File: config.mk
export PLATFORM = sky130hd
export DESIGN_NAME = asr_host_flat
export DESIGN_NICKNAME = d
export VERILOG_FILES = /design/src/rtl/asr_pkg.sv /design/src/rtl/asr_link_if.sv /design/src/rtl/asr_sync.sv /design/src/rtl/asr_host.sv /design/src/flat_wrapper.sv
export VERILOG_INCLUDE_DIRS = /design/src /design/src/rtl
export SDC_FILE = /design/constraint.sdc
export NUM_CORES = 1
export LEC_CHECK = 0
export BUFFER_PORTS_ARGS = -buffer_cell sky130_fd_sc_hd__buf_2
export CAP_MARGIN = 25
export CELL_PAD_IN_SITES_DETAIL_PLACEMENT = 0
export CELL_PAD_IN_SITES_GLOBAL_PLACEMENT = 1
export CORE_ASPECT_RATIO = 0.5
export CORE_UTILIZATION = 39
export DETAILED_ROUTE_END_ITERATION = 12
export HOLD_SLACK_MARGIN = 0.03
export PLACE_DENSITY = 0.84
export REMOVE_ABC_BUFFERS = 1
export SLEW_MARGIN = 20
export SYNTH_ARGS = -nofsm -noshare
export SYNTH_HDL_FRONTEND = slang
export SYNTH_SLANG_ARGS = --single-unit
File: constraint.sdc
create_clock -name CLOCK -period 2.1 [get_ports CLOCK]
set_input_delay 0.42 -clock CLOCK [delete_from_list [all_inputs] [get_ports CLOCK]]
set_output_delay 0.42 -clock CLOCK [all_outputs]
set_load 0.01 [all_outputs]
File: src/rtl/asr_defines.svh
/*
 * Shared constants of the serial converter readout link: clock rates,
 * link timing, frame layout and the controller register map.
 * Assumes inclusion by bare name, with this folder on the include path.
 */
`ifndef ASR_DEFINES_SVH
`define ASR_DEFINES_SVH

// ============================================================
// clock and link timing
// ============================================================
`define ASR_CLK_PERIOD_NS   50
`define ASR_CLK_FREQ_KHZ    20000
`define ASR_SCLK_FREQ_KHZ   1000
// half period of the shift clock in system cycles
`define ASR_SCLK_HALF_CYC   (`ASR_CLK_FREQ_KHZ / (2 * `ASR_SCLK_FREQ_KHZ))
// longest conversion time, a least wait: rounded up
`define ASR_CONV_MAX_NS     8500
`define ASR_CONV_MAX_CYC    ((`ASR_CONV_MAX_NS + `ASR_CLK_PERIOD_NS - 1) / `ASR_CLK_PERIOD_NS)
// converter's own conversion time, kept below the maximum: rounded down
`define ASR_DEV_CONV_NS     6000
`define ASR_DEV_CONV_CYC    (`ASR_DEV_CONV_NS / `ASR_CLK_PERIOD_NS)
// chip select high time between frames (track time), rounded up
`define ASR_GAP_NS          1500
`define ASR_GAP_CYC         ((`ASR_GAP_NS + `ASR_CLK_PERIOD_NS - 1) / `ASR_CLK_PERIOD_NS)

// ============================================================
// frame layout
// ============================================================
`define ASR_RES_BITS        12
`define ASR_FRAME_BITS      16
`define ASR_BYTE_BITS       8

// ============================================================
// controller register map (byte addresses)
// ============================================================
`define ASR_ADDR_W          8
`define ASR_OFS_CTRL        8'h00
`define ASR_OFS_STATUS      8'h04
`define ASR_OFS_DATA        8'h08
`define ASR_CTRL_START      0
`define ASR_CTRL_PWR_ON     1
`define ASR_CTRL_TIMED      2
`define ASR_STAT_BUSY       0
`define ASR_STAT_DONE       1
`define ASR_CTRL_RESET      1'b1

`endif

File: src/rtl/asr_pkg.sv
/*
 * Types of the converter readout link: the result word shared by both ends, the controller's states.
 * Assumes nothing beyond the defines header.
 */
package asr_pkg;
    // ============================================================
    // controller sequencing states
    // ============================================================
    typedef enum logic [3:0] {
        ASR_IDLE   = 4'b0001,
        ASR_SELECT = 4'b0010,
        ASR_SHIFT  = 4'b0100,
        ASR_FINISH = 4'b1000
    } asr_state_t;

    typedef logic [11:0] asr_result_t;
endpackage

File: src/rtl/asr_link_if.sv
/*
 * Pin-level link between the readout controller and the converter.
 * Assumes the controller makes chip select, shift clock and power-down.
 */
interface asr_link_if;
    logic cs_n;          // active-low chip select
    logic sclk;          // shift clock, idles low
    logic dout;          // converter serial data
    logic power_down_n;  // active-low shutdown, high to convert

    modport host (
        output cs_n,
        output sclk,
        output power_down_n,
        input  dout
    );
    modport adc (
        input  cs_n,
        input  sclk,
        input  power_down_n,
        output dout
    );
endinterface

File: src/rtl/asr_sync.sv
/*
 * Two-stage level synchroniser.
 * Assumes an input from outside the CLOCK domain; output is one bit.
 */
module asr_sync (
    input  wire logic CLOCK,
    input  wire logic RESETN,
    input  wire logic d,
    output logic      q
);
    logic meta_r;
    logic meta_nxt;
    logic q_nxt;

    // ============================================================
    // two flops, first one read only by the second
    // ============================================================
    always_comb begin
        meta_nxt = d;
        q_nxt    = meta_r;
    end

    always_ff @(posedge CLOCK) begin
        if (!RESETN) begin
            meta_r <= 1'b0;
            q      <= 1'b0;
        end else begin
            meta_r <= meta_nxt;
            q      <= q_nxt;
        end
    end
endmodule

File: src/rtl/asr_host.sv
/*
 * Readout controller end: APB register slave that runs one converter
 * frame per start command taken while idle and powered, and keeps the right-justified result.
 * Assumes the converter answers on the link as described below and
 * that APB is clocked by CLOCK.
 */
// Behaviour
// shift clock 1 MHz, idles low, mode 0
// no clocking before data line goes high
// first byte: start bit, result 11..5
// second byte: result 4..0, three zeros
// two bytes under one chip select
// keep twelve result bits, right-justified
// falling chip select starts a conversion
// optional fixed 8.5 us wait instead
// start bit then result on successive clocks
// rising start bit marks frame start
// shutdown input held high for converting
// raise clock, shift data into low bit
// clock low while deselected or waiting
// converter changes data after falling edge
`include "asr_defines.svh"

module asr_host (
    input  wire logic        CLOCK,
    input  wire logic        RESETN,
    input  wire logic        PSEL,
    input  wire logic        PENABLE,
    input  wire logic        PWRITE,
    input  wire logic [7:0]  PADDR,
    input  wire logic [31:0] PWDATA,
    output logic      [31:0] PRDATA,
    output logic             PREADY,
    output logic             PSLVERR,
    asr_link_if.host         link
);
    import asr_pkg::*;

    asr_state_t  state_r,   state_nxt;
    logic        cs_n_r,    cs_n_nxt;
    logic        sclk_r,    sclk_nxt;
    logic        pwr_r,     pwr_nxt;
    logic        timed_r,   timed_nxt;
    logic        done_r,    done_nxt;
    logic [4:0]  div_r,     div_nxt;
    logic [4:0]  bits_r,    bits_nxt;
    logic [7:0]  wait_r,    wait_nxt;
    logic [15:0] shreg_r,   shreg_nxt;
    asr_result_t data_r,    data_nxt;
    logic [31:0] prdata_r,  prdata_nxt;
    logic        pslverr_r, pslverr_nxt;
    logic        dout_s;
    logic        setup;
    logic        wr_acc;
    logic        start_cmd;
    logic        done_clr;
    logic        done_set;
    logic        mapped;

    // ============================================================
    // data line synchroniser
    // ============================================================
    asr_sync u_sync_dout (.CLOCK(CLOCK), .RESETN(RESETN), .d(link.dout), .q(dout_s));

    // ============================================================
    // APB decode
    // ============================================================
    // zero-wait slave: read data is prepared in the setup cycle
    always_comb begin
        setup     = PSEL && !PENABLE;
        wr_acc    = PSEL && PENABLE && PWRITE;
        mapped    = (PADDR == `ASR_OFS_CTRL) || (PADDR == `ASR_OFS_STATUS) ||
                    (PADDR == `ASR_OFS_DATA);
        start_cmd = wr_acc && (PADDR == `ASR_OFS_CTRL) && PWDATA[`ASR_CTRL_START];
        done_clr  = wr_acc && (PADDR == `ASR_OFS_STATUS) && PWDATA[`ASR_STAT_DONE];
    end

    always_comb begin
        prdata_nxt  = prdata_r;
        pslverr_nxt = pslverr_r;
        if (setup) begin
            pslverr_nxt = !mapped;
            prdata_nxt  = 32'h0000_0000;
            unique case (PADDR)
                `ASR_OFS_CTRL: begin
                    prdata_nxt[`ASR_CTRL_PWR_ON] = pwr_r;
                    prdata_nxt[`ASR_CTRL_TIMED]  = timed_r;
                end
                `ASR_OFS_STATUS: begin
                    prdata_nxt[`ASR_STAT_BUSY] = (state_r != ASR_IDLE);
                    prdata_nxt[`ASR_STAT_DONE] = done_r;
                end
                `ASR_OFS_DATA: begin
                    prdata_nxt[11:0] = data_r;
                end
                default: begin
                    prdata_nxt = 32'h0000_0000;
                end
            endcase
        end
    end

    // ============================================================
    // control bits and sticky done flag
    // ============================================================
    // a frame ending in the clearing cycle keeps its done flag
    always_comb begin
        pwr_nxt   = pwr_r;
        timed_nxt = timed_r;
        if (wr_acc && (PADDR == `ASR_OFS_CTRL)) begin
            pwr_nxt   = PWDATA[`ASR_CTRL_PWR_ON];
            timed_nxt = PWDATA[`ASR_CTRL_TIMED];
        end
        done_nxt = (done_r && !done_clr) || done_set;
    end

    // ============================================================
    // frame sequencer
    // ============================================================
    always_comb begin
        state_nxt = state_r;
        cs_n_nxt  = cs_n_r;
        sclk_nxt  = 1'b0;
        div_nxt   = div_r;
        bits_nxt  = bits_r;
        wait_nxt  = wait_r;
        shreg_nxt = shreg_r;
        data_nxt  = data_r;
        done_set  = 1'b0;
        unique case (state_r)
            ASR_IDLE: begin
                // a start while powered down is ignored
                if (start_cmd && pwr_r) begin
                    state_nxt = ASR_SELECT;
                    cs_n_nxt  = 1'b0;
                    wait_nxt  = 8'h00;
                    shreg_nxt = 16'h0000;
                    bits_nxt  = 5'h00;
                end
            end
            ASR_SELECT: begin
                // either watch the data line or wait the worst case
                wait_nxt = wait_r + 8'h01;
                if (timed_r ? (wait_r == 8'(`ASR_CONV_MAX_CYC - 1))
                            : dout_s) begin
                    state_nxt = ASR_SHIFT;
                    div_nxt   = 5'h00;
                end
            end
            ASR_SHIFT: begin
                // one unbroken 16-clock burst covers both bytes
                sclk_nxt = sclk_r;
                div_nxt  = div_r + 5'h01;
                if (div_r == 5'(`ASR_SCLK_HALF_CYC - 1)) begin
                    div_nxt = 5'h00;
                    if (!sclk_r) begin
                        sclk_nxt  = 1'b1;
                        shreg_nxt = {shreg_r[14:0], dout_s};
                        bits_nxt  = bits_r + 5'h01;
                    end else begin
                        sclk_nxt = 1'b0;
                        if (bits_r == 5'(`ASR_FRAME_BITS)) begin
                            state_nxt = ASR_FINISH;
                            cs_n_nxt  = 1'b1;
                            wait_nxt  = 8'h00;
                        end
                    end
                end
            end
            ASR_FINISH: begin
                // drop start bit and padding, hold select high for tracking
                if (wait_r == 8'h00) begin
                    data_nxt = shreg_r[14:3];
                    done_set = 1'b1;
                end
                wait_nxt = wait_r + 8'h01;
                if (wait_r == 8'(`ASR_GAP_CYC - 1)) begin
                    state_nxt = ASR_IDLE;
                end
            end
            default: begin
                state_nxt = ASR_IDLE;
                cs_n_nxt  = 1'b1;
            end
        endcase
    end

    // ============================================================
    // registers
    // ============================================================
    always_ff @(posedge CLOCK) begin
        if (!RESETN) begin
            state_r   <= ASR_IDLE;
            cs_n_r    <= 1'b1;
            sclk_r    <= 1'b0;
            pwr_r     <= `ASR_CTRL_RESET;
            timed_r   <= 1'b0;
            done_r    <= 1'b0;
            div_r     <= 5'h00;
            bits_r    <= 5'h00;
            wait_r    <= 8'h00;
            shreg_r   <= 16'h0000;
            data_r    <= 12'h000;
            prdata_r  <= 32'h0000_0000;
            pslverr_r <= 1'b0;
            PREADY    <= 1'b0;
        end else begin
            state_r   <= state_nxt;
            cs_n_r    <= cs_n_nxt;
            sclk_r    <= sclk_nxt;
            pwr_r     <= pwr_nxt;
            timed_r   <= timed_nxt;
            done_r    <= done_nxt;
            div_r     <= div_nxt;
            bits_r    <= bits_nxt;
            wait_r    <= wait_nxt;
            shreg_r   <= shreg_nxt;
            data_r    <= data_nxt;
            prdata_r  <= prdata_nxt;
            pslverr_r <= pslverr_nxt;
            PREADY    <= 1'b1;
        end
    end

    // ============================================================
    // outputs, all from flops
    // ============================================================
    assign PRDATA            = prdata_r;
    assign PSLVERR           = pslverr_r;
    assign link.cs_n         = cs_n_r;
    assign link.sclk         = sclk_r;
    assign link.power_down_n = pwr_r;
endmodule

File: src/flat_wrapper.sv
// flat-port wrapper written by rule: the top's interface ports become plain ports
module asr_host_flat import asr_pkg::*;
  (CLOCK, RESETN, PSEL, PENABLE, PWRITE, PADDR, PWDATA, PRDATA, PREADY, PSLVERR, link_cs_n, link_sclk, link_power_down_n, link_dout);
  asr_link_if link_i ();
  input  wire logic CLOCK;
  input  wire logic RESETN;
  input  wire logic PSEL;
  input  wire logic PENABLE;
  input  wire logic PWRITE;
  input  wire logic [7:0] PADDR;
  input  wire logic [31:0] PWDATA;
  output logic      [31:0] PRDATA;
  output logic PREADY;
  output logic PSLVERR;
  output wire logic [$bits(link_i.cs_n)-1:0] link_cs_n;
  output wire logic [$bits(link_i.sclk)-1:0] link_sclk;
  output wire logic [$bits(link_i.power_down_n)-1:0] link_power_down_n;
  input wire logic [$bits(link_i.dout)-1:0] link_dout;
  assign link_cs_n = link_i.cs_n;
  assign link_sclk = link_i.sclk;
  assign link_power_down_n = link_i.power_down_n;
  assign link_i.dout = link_dout;
  asr_host u_core (.CLOCK(CLOCK), .RESETN(RESETN), .PSEL(PSEL), .PENABLE(PENABLE), .PWRITE(PWRITE), .PADDR(PADDR), .PWDATA(PWDATA), .PRDATA(PRDATA), .PREADY(PREADY), .PSLVERR(PSLVERR), .link(link_i));
endmodule
==> qor.yml <==
status: "finished, final reports clean"
grt_pass1_vias: 2295
fmaxAchievable_mhz: 517
coreArea_sq_mm: 0.00809
die_area_sq_mm: 0.00883
yosysTopAreaCell: "dfxtp_1"
critPathMaxFanout: 8
p_leak_nw: 1.50
route.detailed.drc: 0
die_h_microns: 66.9
hp-start: "link_dout"
finalSetupViolations: 0
nNetsFinal: 467
critPathLaunch: "u_core.state_r[0]"
drive_gt1_share_pct: 18.5
final_cells: 529
rows: 23
ys_warn_count: 0
ios: 83
tightest_slew_ps: 537
initial_core_util_pct: 40.7
power.density_mw_per_mm2: 727
synth_area_leaders: "dfxtp_1 43%, nand2_1 5.1%, buf_4 4.6%, mux2i_1 4.6%, nor2_1 3.5%"
slowest_stage: "or4_1"
period_needed_ps: 1930
area_growth_pct: 16.1
routed_via_density: 5.10
portBuffers: 33
setup_ws_ps: 167
slew_viol_final: 0
cts_buffer_depth: 2
syn_area_sq_mm: 0.00329
mostFrequentLayoutCell: "dfxtp_1"
dp_cells: 514
ir_worst_vdd_uv: 414
relSlewSlack_pct: 64.2
fin_skew_ps: 6.79
gp_congestion: 0.768
avgRoutedWirePerCell_microns: 12.8
wl_mm: 6.78
n_antenna_cell: 0
grt_pass1_wl_mm: 11.1
holdCritPathClass: "in -> reg"
critical-path-max-stage-delay_ps: 700
total_power_mw: 2.78
drtAntennaViolNets: 0
clock-sinks: 70
first_pass_iters: 4
antenna_found_initial: 0
grt_use_total_pct: 16.1
path_clk_slew_ps: 60
hold_buffers: 0
drt_iter0_drc: 115
vias: 2700
period_share_pct: 92.1
crit_chain: "inv_1, or4_1, o21ai_2, a41oi_1"
die_w_microns: 132
drv_cap: 0
ys_ff_latch: 70
syn_avg_cell_area_sq_um: 8.77
grt_remaining_overflow: 0
synth_top_area_share_pct: 42.6
synth_edf_count: 0
r2r-start: "u_core.state_r[0]"
numCtsBuffers: 9
htreeDepth: 3
synthFlopType: "dfxtp_1"
pre_cts_ws_ps: -21.9
cts_tree: "done"
fin_tns_setup_ps: 0
synth.distinct_cells: 58
dp_hpwl_mm: 4.67
critical_path_class: "reg -> reg"
hold_viol: 0
clockRootBuffer: "clkbuf_16"
insertion_delay_ps: 330
critPathLaunchType: "register"
seq_area_frac_synth_pct: 42.6
postSynth.asyncResetShare_pct: 0
fin_util_pct: 47.2
crit_required_ps: 2290
syn_inst: 375
cp-end-kind: "register"
cp.arrival_ps: 2120
grt_start_max_net_pins: 33
final_cell_mix: "70 x dfxtp_1, 45 x nand2_1, 33 x buf_2, 31 x nor2_1, 20 x conb_1"
-- final cells by class --
cell class              count  area, sq um
fillers                   764         4270
repair buffers             49          298
clock inverters             4         25.0
well taps                 112          140
clock buffers              10          239
multi-input cells         274         1680
inverters                  10         37.5
flip-flops and latches     70         1400
-- per-layer routing --
metal | vias up | GRT usage [%] | wire (microns)
met2 | 75 | 25.0 | 2820
met1 | 1239 | 21.2 | 3540
met5 | - | 0 | 0
met4 | 0 | 5.52 | 31
met3 | 3 | 4.72 | 389
li1 | 1383 | - | -
-- flip-flops by register name, summed over array words and instances, names as in the netlist, 4 cells and up --
register        count
u_core.PRDATA      12
u_core.bits_r       5
u_core.data_r      12
u_core.div_r        5
u_core.shreg_r     15
u_core.state_r      4
u_core.wait_r       8
-- logic make-up after synthesis --
group                    share of synthesized area (%)
adder cells (fa/ha/maj)                           2.66
AND/OR/NAND/NOR                                   21.5
other                                            0.114
flip-flops                                        42.6
XOR/XNOR                                         0.799
multiplexers                                      4.91
buffers and inverters                             8.86
AO/OA/AOI/OAI                                     18.6
-- critical path, delay by kind of cell, from the launching register on --
family	cells	cell delay, ps
AOI/OAI and AO/OA	2	590
buffers and inverters	1	80
DFF	1	420
and+or+nand+nor	1	700
-- path summary, 6_finish.rpt --
path	depth (start not counted)	slack (ps)	end
worst max register to register	4	170	u_core.wait_r[5]
worst min register to register	1	430	u_core.u_sync_dout.q
worst min-delay path	2	300	u_core.u_sync_dout.meta_r
worst max-delay path	4	170	u_core.wait_r[5]
-- power breakdown --
| group | internal (mW) | switching, mW | total (mW) |
|---|---|---|---|
| clock | 0.812 | 0.543 | 1.35 |
| combinational | 0.0251 | 0.0615 | 0.0866 |
| sequential | 1.33 | 0.00195 | 1.33 |
-- synthesized netlist by cell type, types with 3 or more instances --
cell type and instances:
o21ai_0 14, o31a_1 4, o22ai_1 17, nand4_1 4, buf_6 3, o211ai_1 7
nand3_1 12, nor4b_1 3, dfxtp_1 70, buf_2 5, nand2_1 45, ha_1 7
a22oi_1 9, nor2_1 31, clkbuf_1 12, or2_2 3, a31oi_1 7, buf_4 20
nor3_1 6, nand2b_1 5, inv_1 10, nor4_1 4, a21oi_1 14, and2_1 4
mux2i_1 15
-- metrics by stage --
stage / area [sq um] / hold WS (ps)
floorplan: 3110 / 412
global placement: 3520 / 418
detailed placement: 3520 / 422
CTS: 3790 / 296
global route: 3820 / 301
finish: 3820 / 300
-- what timing repair did --
action,4_1_cts,5_1_grt
hold endpoints to repair,0,0
gates resized for setup,0,2
setup endpoints to repair,0,20
setup buffers,0,1
(Power assumes the default switching activity.)
